## src/inc/cku_pkg.sv

```systemverilog
// Constants, offsets and types shared by the checksum unit
`default_nettype none
package cku_pkg;
    // Register byte offsets on the bus
    localparam logic [7:0] OFF_CTRL   = 8'h00;
    localparam logic [7:0] OFF_INPUT  = 8'h04;
    localparam logic [7:0] OFF_WINDOW = 8'h08;
    localparam logic [7:0] OFF_AUTO   = 8'h0c;
    localparam logic [7:0] OFF_COUNT  = 8'h10;
    localparam logic [7:0] OFF_BITREV = 8'h14;
    // Control register fields
    localparam int CTL_SEL_BIT  = 4;
    localparam int CTL_INIT_BIT = 3;
    localparam int CTL_VAL_BIT  = 2;
    localparam int CTL_PTR_LSB  = 0;
    // Automatic control register fields
    localparam int AUTO_EN_BIT   = 7;
    localparam int AUTO_PAGE_LSB = 0;
    localparam int PAGE_W        = 6;
    // Widths
    localparam int FLASH_AW = 16;
    localparam int COUNT_W  = 8;
    localparam int REMAIN_W = 17;
    // Sector geometry: 512 bytes
    localparam int SECTOR_SHIFT = 9;
    // Generators and presets
    localparam logic [15:0] POLY16      = 16'h1021;
    localparam logic [31:0] POLY32_REFL = 32'hedb88320;
    localparam logic [31:0] PRESET_ONES = 32'hffff_ffff;
    localparam logic [31:0] PRESET_ZERO = 32'h0000_0000;
    // Reset values
    localparam logic [31:0] RESULT_RST = 32'h0000_0000;
    localparam logic [7:0]  BYTE_RST   = 8'h00;
    localparam logic [1:0]  PTR_RST    = 2'h0;
    // Sequencer states, Gray on every step except AWAIT back to IDLE
    typedef enum logic [1:0] {
        CKU_IDLE  = 2'b00,
        CKU_AREQ  = 2'b01,
        CKU_AWAIT = 2'b11,
        CKU_READ  = 2'b10
    } cku_state_t;
endpackage
`default_nettype wire

```

## src/logic/cku_checksum_unit.sv

```systemverilog
// Byte-serial checksum unit with AHB-Lite registers and flash sweep
//
// Added by the designer: register access over AHB-Lite and the register addresses.
`timescale 1ns/100ps
`default_nettype none
module cku_checksum_unit
    import cku_pkg::*;
(
    input  wire logic                ref_clk,
    input  wire logic                rst_n,
    input  wire logic                hsel,
    input  wire logic [31:0]         haddr,
    input  wire logic [1:0]          htrans,
    input  wire logic                hwrite,
    input  wire logic [2:0]          hsize,
    input  wire logic [31:0]         hwdata,
    input  wire logic                hready,
    output logic [31:0]              hrdata,
    output logic                     hreadyout,
    output logic                     hresp,
    output logic                     flash_rd,
    output logic [FLASH_AW-1:0]      flash_addr,
    input  wire logic                flash_rd_valid,
    input  wire logic [7:0]          flash_rd_data
);

    // Bus phase tracking
    logic                   dp_valid_reg;
    logic                   dp_write_reg;
    logic [7:0]             dp_addr_reg;
    logic                   dp_mapped_reg;
    logic [31:0]            hrdata_reg;
    logic                   hreadyout_reg;
    logic                   hresp_reg;

    // Software visible state
    logic [31:0]            result_reg;
    logic                   poly_select_reg;
    logic                   preset_value_select_reg;
    logic [1:0]             result_byte_pointer_reg;
    logic [7:0]             byte_input_reg;
    logic                   auto_flash_enable_reg;
    logic [PAGE_W-1:0]      start_page_reg;
    logic [COUNT_W-1:0]     sector_count_reg;
    logic [7:0]             bitrev_reg;

    // Sequencer
    cku_state_t             state_reg;
    logic [REMAIN_W-1:0]    remain_reg;
    logic                   flash_rd_reg;
    logic [FLASH_AW-1:0]    flash_addr_reg;

    // Decoded strobes
    logic                   addr_take;
    logic                   dp_wr;
    logic                   wr_ctrl;
    logic                   wr_input;
    logic                   wr_window;
    logic                   wr_auto;
    logic                   wr_count;
    logic                   wr_bitrev;
    logic                   rd_window;
    logic                   auto_en_eff;
    logic                   auto_start;
    logic                   auto_byte;
    logic [1:0]             lane;
    logic [7:0]             window_byte;
    logic [7:0]             bitrev_view;

    // One byte through the MSB-first 16-bit generator
    function automatic logic [15:0] crc16_byte(input logic [15:0] acc, input logic [7:0] din);
        logic [15:0] c;
        c = acc ^ {din, 8'h00};
        for (int i = 0; i < 8; i++)
        begin
            c = c[15] ? ({c[14:0], 1'b0} ^ POLY16) : {c[14:0], 1'b0};
        end
        return c;
    endfunction

    // One byte through the reflected 32-bit generator
    function automatic logic [31:0] crc32_byte(input logic [31:0] acc, input logic [7:0] din);
        logic [31:0] c;
        c = acc ^ {24'h000000, din};
        for (int i = 0; i < 8; i++)
        begin
            c = c[0] ? ((c >> 1) ^ POLY32_REFL) : (c >> 1);
        end
        return c;
    endfunction

    // Fold a byte in the selected width; upper half left alone in 16-bit mode
    function automatic logic [31:0] fold(input logic [31:0] acc, input logic [7:0] din,
                                         input logic sel16);
        return sel16 ? {acc[31:16], crc16_byte(acc[15:0], din)} : crc32_byte(acc, din);
    endfunction

    // Address phase is taken only while the bus is ready
    assign addr_take = hsel && htrans[1] && hready;

    // Data phase write strobes; hwdata is stable for the whole data phase
    assign dp_wr     = dp_valid_reg && dp_write_reg && dp_mapped_reg;
    assign wr_ctrl   = dp_wr && (dp_addr_reg == OFF_CTRL);
    assign wr_input  = dp_wr && (dp_addr_reg == OFF_INPUT);
    assign wr_window = dp_wr && (dp_addr_reg == OFF_WINDOW);
    assign wr_auto   = dp_wr && (dp_addr_reg == OFF_AUTO);
    assign wr_count  = dp_wr && (dp_addr_reg == OFF_COUNT);
    assign wr_bitrev = dp_wr && (dp_addr_reg == OFF_BITREV);
    assign rd_window = (state_reg == CKU_READ) && dp_mapped_reg
                       && (dp_addr_reg == OFF_WINDOW);

    // Enable as it will stand once an in-flight auto register write lands
    assign auto_en_eff = wr_auto ? hwdata[AUTO_EN_BIT] : auto_flash_enable_reg;

    // Control write seen in its address phase while auto is on; zero sectors do nothing
    assign auto_start = addr_take && hwrite && (haddr == {24'h000000, OFF_CTRL})
                        && auto_en_eff && (state_reg == CKU_IDLE)
                        && ((wr_count ? hwdata[COUNT_W-1:0] : sector_count_reg) != '0);

    assign auto_byte = (state_reg == CKU_AWAIT) && flash_rd_valid;

    // Pointer to result byte: 16-bit mode uses only the low pointer bit
    assign lane = poly_select_reg ? {1'b0, result_byte_pointer_reg[0]}
                                  : result_byte_pointer_reg;
    assign window_byte = result_reg[{lane, 3'b000} +: 8];

    // Mirror of the bit-reverse byte
    always_comb
    begin
        bitrev_view = BYTE_RST;
        for (int i = 0; i < 8; i++)
        begin
            bitrev_view[i] = bitrev_reg[7 - i];
        end
    end

    // Address phase capture
    always_ff @(posedge ref_clk or negedge rst_n)
    begin
        if (!rst_n)
        begin
            dp_valid_reg  <= 1'b0;
            dp_write_reg  <= 1'b0;
            dp_addr_reg   <= 8'h00;
            dp_mapped_reg <= 1'b0;
        end
        else if (addr_take)
        begin
            dp_valid_reg  <= 1'b1;
            dp_write_reg  <= hwrite;
            dp_addr_reg   <= haddr[7:0];
            dp_mapped_reg <= (haddr[31:8] == 24'h000000) && (haddr[7:0] <= OFF_BITREV)
                             && (haddr[1:0] == 2'b00);
        end
        // Writes land once; a stalled control write must not re-apply its init
        else if (hreadyout_reg || dp_write_reg)
        begin
            dp_valid_reg  <= 1'b0;
        end
    end

    // Sequencer: read wait state and the automatic flash sweep
    always_ff @(posedge ref_clk or negedge rst_n)
    begin
        if (!rst_n)
        begin
            state_reg      <= CKU_IDLE;
            hreadyout_reg  <= 1'b1;
            hresp_reg      <= 1'b0;
            remain_reg     <= '0;
            flash_rd_reg   <= 1'b0;
            flash_addr_reg <= '0;
        end
        else
        begin
            flash_rd_reg <= 1'b0;
            hresp_reg    <= 1'b0; // No error responses exist
            unique case (state_reg)
                CKU_IDLE:
                begin
                    if (auto_start)
                    begin
                        // Stall the control write until the sweep is done
                        hreadyout_reg  <= 1'b0;
                        state_reg      <= CKU_AREQ;
                        remain_reg     <= REMAIN_W'(wr_count ? hwdata[COUNT_W-1:0]
                                                             : sector_count_reg)
                                          << SECTOR_SHIFT;
                        flash_addr_reg <= FLASH_AW'(wr_auto
                                          ? hwdata[AUTO_PAGE_LSB +: PAGE_W]
                                          : start_page_reg) << SECTOR_SHIFT;
                    end
                    else if (addr_take && !hwrite)
                    begin
                        // One wait state lets any earlier write settle first
                        hreadyout_reg <= 1'b0;
                        state_reg     <= CKU_READ;
                    end
                end
                CKU_READ:
                begin
                    hreadyout_reg <= 1'b1;
                    state_reg     <= CKU_IDLE;
                end
                CKU_AREQ:
                begin
                    flash_rd_reg <= 1'b1;
                    state_reg    <= CKU_AWAIT;
                end
                CKU_AWAIT:
                begin
                    if (flash_rd_valid)
                    begin
                        remain_reg     <= remain_reg - 1'b1;
                        flash_addr_reg <= flash_addr_reg + 1'b1;
                        if (remain_reg == REMAIN_W'(1))
                        begin
                            hreadyout_reg <= 1'b1;
                            state_reg     <= CKU_IDLE;
                        end
                        else
                        begin
                            state_reg <= CKU_AREQ;
                        end
                    end
                end
            endcase
        end
    end

    // Read data, loaded in the wait state
    always_ff @(posedge ref_clk or negedge rst_n)
    begin
        if (!rst_n)
        begin
            hrdata_reg <= 32'h0000_0000;
        end
        else if (state_reg == CKU_READ)
        begin
            hrdata_reg <= 32'h0000_0000;
            if (dp_mapped_reg)
            begin
                unique case (dp_addr_reg)
                    OFF_CTRL:   hrdata_reg[7:0] <= {3'b000, poly_select_reg, 1'b0,
                                                   preset_value_select_reg,
                                                   result_byte_pointer_reg};
                    OFF_INPUT:  hrdata_reg[7:0] <= byte_input_reg;
                    OFF_WINDOW: hrdata_reg[7:0] <= window_byte;
                    OFF_AUTO:   hrdata_reg[7:0] <= {auto_flash_enable_reg, 1'b0,
                                                   start_page_reg};
                    OFF_COUNT:  hrdata_reg[7:0] <= sector_count_reg;
                    OFF_BITREV: hrdata_reg[7:0] <= bitrev_view;
                    default:    hrdata_reg[7:0] <= 8'h00;
                endcase
            end
        end
    end

    // Control fields and the self-incrementing byte pointer
    always_ff @(posedge ref_clk or negedge rst_n)
    begin
        if (!rst_n)
        begin
            poly_select_reg         <= 1'b0;
            preset_value_select_reg <= 1'b0;
            result_byte_pointer_reg <= PTR_RST;
        end
        else if (wr_ctrl)
        begin
            poly_select_reg         <= hwdata[CTL_SEL_BIT];
            preset_value_select_reg <= hwdata[CTL_VAL_BIT];
            result_byte_pointer_reg <= hwdata[CTL_PTR_LSB +: 2];
        end
        else if (wr_window || rd_window)
        begin
            result_byte_pointer_reg <= result_byte_pointer_reg + 2'd1;
        end
    end

    // Result register: sweep byte, input byte, window write or initialize
    always_ff @(posedge ref_clk or negedge rst_n)
    begin
        if (!rst_n)
        begin
            result_reg <= RESULT_RST;
        end
        else if (auto_byte)
        begin
            result_reg <= fold(result_reg, flash_rd_data, poly_select_reg);
        end
        else if (wr_input)
        begin
            result_reg <= fold(result_reg, hwdata[7:0], poly_select_reg);
        end
        else if (wr_window)
        begin
            result_reg[{lane, 3'b000} +: 8] <= hwdata[7:0];
        end
        else if (wr_ctrl && hwdata[CTL_INIT_BIT])
        begin
            // Preset uses the value select bit arriving in the same write
            result_reg <= hwdata[CTL_VAL_BIT] ? PRESET_ONES : PRESET_ZERO;
        end
    end

    // Plain storage registers
    always_ff @(posedge ref_clk or negedge rst_n)
    begin
        if (!rst_n)
        begin
            byte_input_reg        <= BYTE_RST;
            auto_flash_enable_reg <= 1'b0;
            start_page_reg        <= '0;
            sector_count_reg      <= '0;
            bitrev_reg            <= BYTE_RST;
        end
        else
        begin
            if (wr_input)
            begin
                byte_input_reg <= hwdata[7:0];
            end
            if (wr_auto)
            begin
                auto_flash_enable_reg <= hwdata[AUTO_EN_BIT];
                start_page_reg        <= hwdata[AUTO_PAGE_LSB +: PAGE_W];
            end
            if (wr_count)
            begin
                sector_count_reg <= hwdata[COUNT_W-1:0];
            end
            if (wr_bitrev)
            begin
                bitrev_reg <= hwdata[7:0];
            end
        end
    end

    // Outputs straight from flip-flops
    assign hrdata     = hrdata_reg;
    assign hreadyout  = hreadyout_reg;
    assign hresp      = hresp_reg;
    assign flash_rd   = flash_rd_reg;
    assign flash_addr = flash_addr_reg;

endmodule
`default_nettype wire

```

## config.mk

```make
export PLATFORM = sky130hd
export DESIGN_NAME = cku_checksum_unit
export DESIGN_NICKNAME = d
export VERILOG_FILES = /design/src/inc/cku_pkg.sv /design/src/logic/cku_checksum_unit.sv
export SDC_FILE = /design/constraint.sdc
export NUM_CORES = 1
export LEC_CHECK = 0
export BUFFER_PORTS_ARGS = -buffer_cell sky130_fd_sc_hd__buf_2
export CORE_ASPECT_RATIO = 0.9
export CORE_MARGIN = 10
export CORE_UTILIZATION = 45
export DETAILED_ROUTE_END_ITERATION = 10
export MAX_ROUTING_LAYER = met4
export PLACE_DENSITY = 0.77
export SYNTH_ARGS = -nofsm -noshare
export SYNTH_HDL_FRONTEND = slang
export SYNTH_SLANG_ARGS = --single-unit
```

## constraint.sdc

```tcl
create_clock -name ref_clk -period 2.6 [get_ports ref_clk]
set_input_delay 0.39 -clock ref_clk [delete_from_list [all_inputs] [get_ports ref_clk]]
set_output_delay 0.39 -clock ref_clk [all_outputs]
set_load 0.05 [all_outputs]
```

Word level (Yosys, flattened, before mapping)
Index checks and enable logic that the tools add are counted.

Add/sub/neg operators: 4. Magnitude comparators: 1. Eq/ne operators: 15. Shift operators: 3. Muxes and demuxes: 68. Bitwise operators: 36. Reduce and logical (&&, ||, !) cells: 40.

Operators by type and width (count): 2-to-1 mux 32 bit (23); NOT 13 -> 14 bit (16); 2-to-1 mux 13 bit (16); XOR 32 x 8 -> 32 bit (2); NOT 3 bit (16); one-hot mux 8 bit (6 select lines) (1); 2-to-1 mux 17 bit (2); one-hot mux 17 bit (2 select lines) (1); bitwise mux 32 bit (1); zero test 32 bit (1); 2-to-1 mux 16 bit (2); one-hot mux 16 bit (2 select lines) (1); variable shift 8 x 7 -> 32 bit (first input constant) (1); indexed part select 32 x 6 -> 8 bit (1); indexed part select 8 x 7 -> 32 bit (1); XOR 16 bit (2); zero test 24 bit (1); 2-to-1 mux 8 bit (3); logical AND 1 bit (22); == test 17 x 1 -> 1 bit (second input constant) (1); subtractor 17 x 1 -> 17 bit (second input constant) (1); adder 16 x 1 -> 16 bit (second input constant) (1); == test 8 x 4 -> 1 bit (second input constant) (2); == test 8 x 5 -> 1 bit (second input constant) (2); 25 further kinds (47).

Flip-flop bits (word level): 123. Input bits: 83.

Logic depth before layout (Yosys ltp)
Depth after elaboration: 20. Depth in mapped cells: 12. Gate-level depth less buffers: 9.

Worst setup path before layout
Ideal clock, no wire load.

Path kind: register -> register. Start: register poly_select_reg. End: register result_reg[30]. Arrival time: 2796 ps. Slack: -274 ps. Stages on the path, launching flop included: 11. Path buffers: 2. Cells stage by stage: dfrtp_1 clkbuf_1 nor2b_1 clkbuf_1 inv_1 ha_1 or4b_2 nor2_1 a21oi_1 o221a_2 a21oi_1.

Cells in the longest elaborated chain, start to end: 7. Elaborated cells between the ends (all ways): 11. Those cells by class: add/sub (1); eq/ne (2); shift (2); mux (5); reduce/logical (1).

RTL lines: start, declared (line cku_checksum_unit.sv:38) `logic poly_select_reg;`; start signal, assigned (line cku_checksum_unit.sv:270) `poly_select_reg <= hwdata[CTL_SEL_BIT];`; 2-to-1 mux 2 bit (line cku_checksum_unit.sv:123) `assign lane = poly_select_reg ? {1'b0, result_byte_pointer_reg[0]}`; negator 5 -> 7 bit (line cku_checksum_unit.sv:297) `result_reg[{lane, 3'b000} +: 8] <= hwdata[7:0];`; indexed part select 8 x 7 -> 32 bit or variable shift 8 x 7 -> 32 bit (tied branches) (line cku_checksum_unit.sv:297); bitwise mux 32 bit (line cku_checksum_unit.sv:297); 2-to-1 mux 32 bit (line cku_checksum_unit.sv:295) `else if (wr_window)`; 2-to-1 mux 32 bit (line cku_checksum_unit.sv:291) `else if (wr_input)`; 2-to-1 mux 32 bit (line cku_checksum_unit.sv:287) `else if (auto_byte)`; end signal, assigned (line cku_checksum_unit.sv:289) `result_reg <= fold(result_reg, flash_rd_data, poly_select_reg);`; end signal, assigned (line cku_checksum_unit.sv:293) `result_reg <= fold(result_reg, hwdata[7:0], poly_select_reg);`; end signal, assigned by index (line cku_checksum_unit.sv:297); end, declared (line cku_checksum_unit.sv:37) `logic [31:0] result_reg;`.

Several ways; a longest one is shown, not always the timed one. A chain may end at the register's enable or synchronous reset.

Worst setup path in the final report
Start: register dp_addr_reg[7]. End: register remain_reg[15].

Cells in the longest elaborated chain, start to end: 8. Elaborated cells between the ends (all ways): 15. Those cells by class: eq/ne (3); mux (5); reduce/logical (7).

RTL lines: start, declared (line cku_checksum_unit.sv:30) `logic [7:0] dp_addr_reg;`; start signal, assigned (line cku_checksum_unit.sv:151) `dp_addr_reg <= haddr[7:0];`; branches (longest 8 deep; another with == test 8 x 5 -> 1 bit); end signal, assigned (line cku_checksum_unit.sv:186) `remain_reg <= REMAIN_W'(wr_count ? hwdata[COUNT_W-1:0]`; end signal, assigned (line cku_checksum_unit.sv:214) `remain_reg <= remain_reg - 1'b1;`; end, declared (line cku_checksum_unit.sv:49) `logic [REMAIN_W-1:0] remain_reg;`.

Parallel ways; which one is timed is not known. The select of a mux whose other input is x is not followed.

==> flow_summary_export.csv <==
group,metric,value,unit
logic_synthesis,synth_largest_area_cell,"dfrtp_1",
pwr,power_density,485,mW/mm2
clock_tree,clk_path_buf_depth,2,
clock_tree,clkSinkCount,123,
grt,grt_usage,0.231,
timing,drv_slew,0,
grt,antenna_found_initial,1,
floorplanning,die_area,0.0266,mm2
clock_tree,path_clk_slew,0.06,ns
logic_synthesis,yosysUniqueCellTypes,72,
logic_synthesis,synthTopCellsByArea,"dfrtp_1 33%, xnor2_1 12%, xor2_1 5.3%",
clock_tree,h-tree-depth,4,
critical_path,critical_path_class,"flop to flop",
timing,setup_ws,-0.0624,ns
outcome,failed_checks,"negative setup slack",
clock_tree,clk_latency,0.42,ns
critical_path,reg2reg_slack,-0.06,ns
routing,firstDrtPassIters,5,
routing,wl_met1,12.6,mm
placement,placedInstanceArea,0.0105,mm2
critical_path,cp_slowest_stage_delay,0.58,ns
layout,area_growth_syn_to_layout,23.2,%
grt,grt_max_degree,44,
routing,drc,0,
clock_tree,cts_tree,"built",
placement,dp_cells,1405,
layout,drive_above_1_share,0.271,
floorplanning,core.rowCount,49,
hold_path,hold_path_depth,2,
placement,dpl.hpwl,22.1,mm
critical_path,crit_path_start_kind,"flop",
hold_path,hold_path_class,"primary input to flop",
grt,grt_pass1_vias,8355,
pwr,vdd_drop_max,0.370,mV
timing,hold_viol,0,
hold_path,whs_endpoint,"dp_addr_reg[6]$_DFFE_PN0N_",
logic_synthesis,ys_warn_count,0,
logic_synthesis,synth_top_area_share,0.332,
clock_tree,cts_root_buf,"clkbuf_16",
routing,wl_met2,13.6,mm
routing,drt_wl_total,30.1,mm
layout,finish.net_count,1269,
critical_path,cp_data_arrival_time,2.97,ns
critical_path,r2r_start,"dp_addr_reg[7]$_DFFE_PN0N_",
logic_synthesis,synth_ff_type,"dfrtp_1",
critical_path,cp_cell_sequence,"or4_4 > buf_6 > nor4_4 > mux2i_2 > nor3b_4 > nor2_4 > a22oi_1 > nand2_1",
routing,ant_nets,0,
timing,maxSlewHeadroom,0.566,
placement,globalplace.congestion,1.03,
grt,grt_pass1_wl,46.7,mm
layout,largest_register_ffs,32,
floorplanning,core_region_area,0.0200,mm2
routing,wire_per_inst,20.8,um
timing,fin_crit_sh,1.02,
critical_path,cp-end-kind,"flop",
logic_synthesis,synth_area,0.00920,mm2
routing,top_layer_used,"met4",
timing,period_minus_slack,2.66,ns
routing,met3WireLength,2.87,mm
floorplanning,initial_core_util,0.459,
critical_path,cp_top_family,"simple AND/OR/NAND/NOR gates",
clock_tree,cts_made_buffers,17,
placement,port_buffers,80,
job,cap_violations,0,
pwr,finalPower,5.50,mW
critical_path,cp_num_buf_inv,1,
critical_path,r2r_cells,8,
critical_path,slowest_stage,"or4_4",
timing,worst_pin_slew,0.644,ns
grt,grt.overflow.total,0,
layout,design_area,0.0113,mm2
pwr,leakagePower,5.01,nW
critical_path,reg2reg_to,"remain_reg[15]$_DFFE_PN0P_",
logic_synthesis,syn_area_per_cell,8.93,um2
routing,vias,8445,
timing,skew,0.0101,ns
logic_synthesis,synth_edf_count,0,
outcome,status,"complete, but fails checks",
floorplanning,num_io_pins,134,
critical_path,required,2.91,ns
logic_synthesis,ys_seq_area_frac,0.335,
logic_synthesis,ys_seq_elements,123,
routing,drt-initial-drc-count,791,
floorplanning,die_x,171,um
layout,instances_no_fill,1448,
routing,via_per_inst,5.83,
hold_path,min_from,"haddr[6]",
timing,fmax,376,MHz
logic_synthesis,synth_cells,1031,
timing,rsz0062_at_grt,"true",
logic_synthesis,async_flop_share,1.00,
critical_path,cp_max_fo,9,
timing,setup_viol,8,
critical_path,critical_path.startpoint,"dp_addr_reg[7]$_DFFE_PN0N_",
floorplanning,die_y,156,um
-- logic make-up (layout without fill, tap and decap cells) --
logic type               Yosys count  count (layout)  share of synthesized area
AND/OR/NAND/NOR                  306             306                      0.161
AO/OA/AOI/OAI                    225             225                      0.154
XOR/XNOR                         192             192                      0.191
flip-flops                       123             123                      0.335
buffers and inverters            109             246                     0.0564
multiplexers                      68              68                     0.0925
adder cells (fa/ha/maj)            7               7                    0.00952
other                              1              26                   0.000407
-- cells in the final DEF, fill, tap and decap left out, drive strengths merged, types with 26 or more instances in the layout --
| cell | Yosys | layout |
|---|---|---|
| a21oi | 76 | 76 |
| nor2 | 100 | 100 |
| mux2 | 36 | 36 |
| xnor2 | 130 | 130 |
| buf | 36 | 199 |
| dfrtp | 122 | 122 |
| xor2 | 60 | 60 |
| o21ai | 49 | 49 |
| nand2 | 92 | 92 |
| nand3 | 26 | 26 |
-- per-stage QoR --
stage | setup slack [ns] | utilization | TNS [ns] | hold slack [ns]
3_3_place_gp | -0.112 | 0.522 | -0.622 | 0.431
3_5_place_dp | -0.161 | 0.522 | -1.73 | 0.433
4_1_cts | -0.0426 | 0.555 | -0.210 | 0.205
2_1_floorplan | 0.0000537 | - | 0 | 0.0944
6_report | -0.0624 | 0.565 | -0.256 | 0.217
5_1_grt | -0.176 | 0.565 | -2.44 | 0.206
-- layout make-up --
type | instances | area, um2
Fill cell | 1760 | 8710
Multi-Input combinational cell | 823 | 5850
Sequential cell | 123 | 3080
Timing Repair Buffer | 201 | 1460
Clock buffer | 18 | 439
Tap cell | 255 | 319
Clock inverter | 14 | 135
Inverter | 13 | 48.8
Antenna cell | 1 | 2.50
-- synthesized netlist by cell type, types with 4 or more instances --
master and count:
and3_1 6, o21ai_1 4, nor2_1 99, a31oi_1 9, nand3_1 26, nor4_1 20, nand2b_1 4, mux4_2 9
xor2_1 56, clkbuf_1 60, mux2i_1 22, nor2b_1 4, dfrtp_1 122, o22ai_1 12, o21a_1 4, a21boi_0 4
a22o_1 10, a221o_1 4, a21oi_1 76, xnor2_1 127, or3_1 6, xor2_2 4, nor3_1 12, a32oi_1 4
o21ai_0 44, nand4b_1 5, buf_4 27, o31ai_1 6, buf_2 7, a211oi_1 13, ha_1 7, a22oi_1 6
inv_1 13, and2_1 6, mux2_2 36, nand2_1 92
-- worst max path at each step --
| stage | cells after the start | endpoint | slack (ns) |
|---|---|---|---|
| finish | 8 | remain_reg[15]$_DFFE_PN0P_ | -0.06 |
| global route | 8 | remain_reg[15]$_DFFE_PN0P_ | -0.18 |
| CTS | 8 | remain_reg[9]$_DFFE_PN0P_ | -0.04 |
| detailed placement | 8 | remain_reg[1]$_DFFE_PN0P_ | -0.16 |
| global placement | 8 | flash_addr[11]$_DFFE_PN0P_ | -0.11 |
| floorplan | 9 | remain_reg[12]$_DFFE_PN0P_ | 0.00005 |
-- worst register-to-register path, delay by kind of cell, from the launching register on --
family / cells / cell delay, ns
buffers and inverters: 1 / 0.16
AO/OA/AOI/OAI: 1 / 0.25
flip-flops: 1 / 0.39
AND/OR/NAND/NOR: 5 / 1.59
multiplexers: 1 / 0.16
-- metal layers --
layer | vias up | track usage
met3 | 74 | 0.0610
met2 | 429 | 0.343
met1 | 4066 | 0.296
met4 | 0 | 0.0868
li1 | 3876 | -
met5 | - | -
-- power by group --
| part | total [mW] | internal (mW) | switching, mW |
|---|---|---|---|
| clock network | 2.34 | 1.36 | 0.976 |
| registers | 2.00 | 1.96 | 0.0405 |
| logic | 1.16 | 0.492 | 0.670 |
| total | 5.50 | 3.81 | 1.69 |
-- repair_timing --
item                       in CTS  in global routing
hold endpoints to repair       39                  0
hold buffers                    1                  0
pin swaps                       4                 11
setup endpoints to repair      33                 47
gates cloned                    0                  1
gates resized for setup        13                 37
setup buffers                   3                  5
Note: power is estimated with default switching activity, not from simulation.
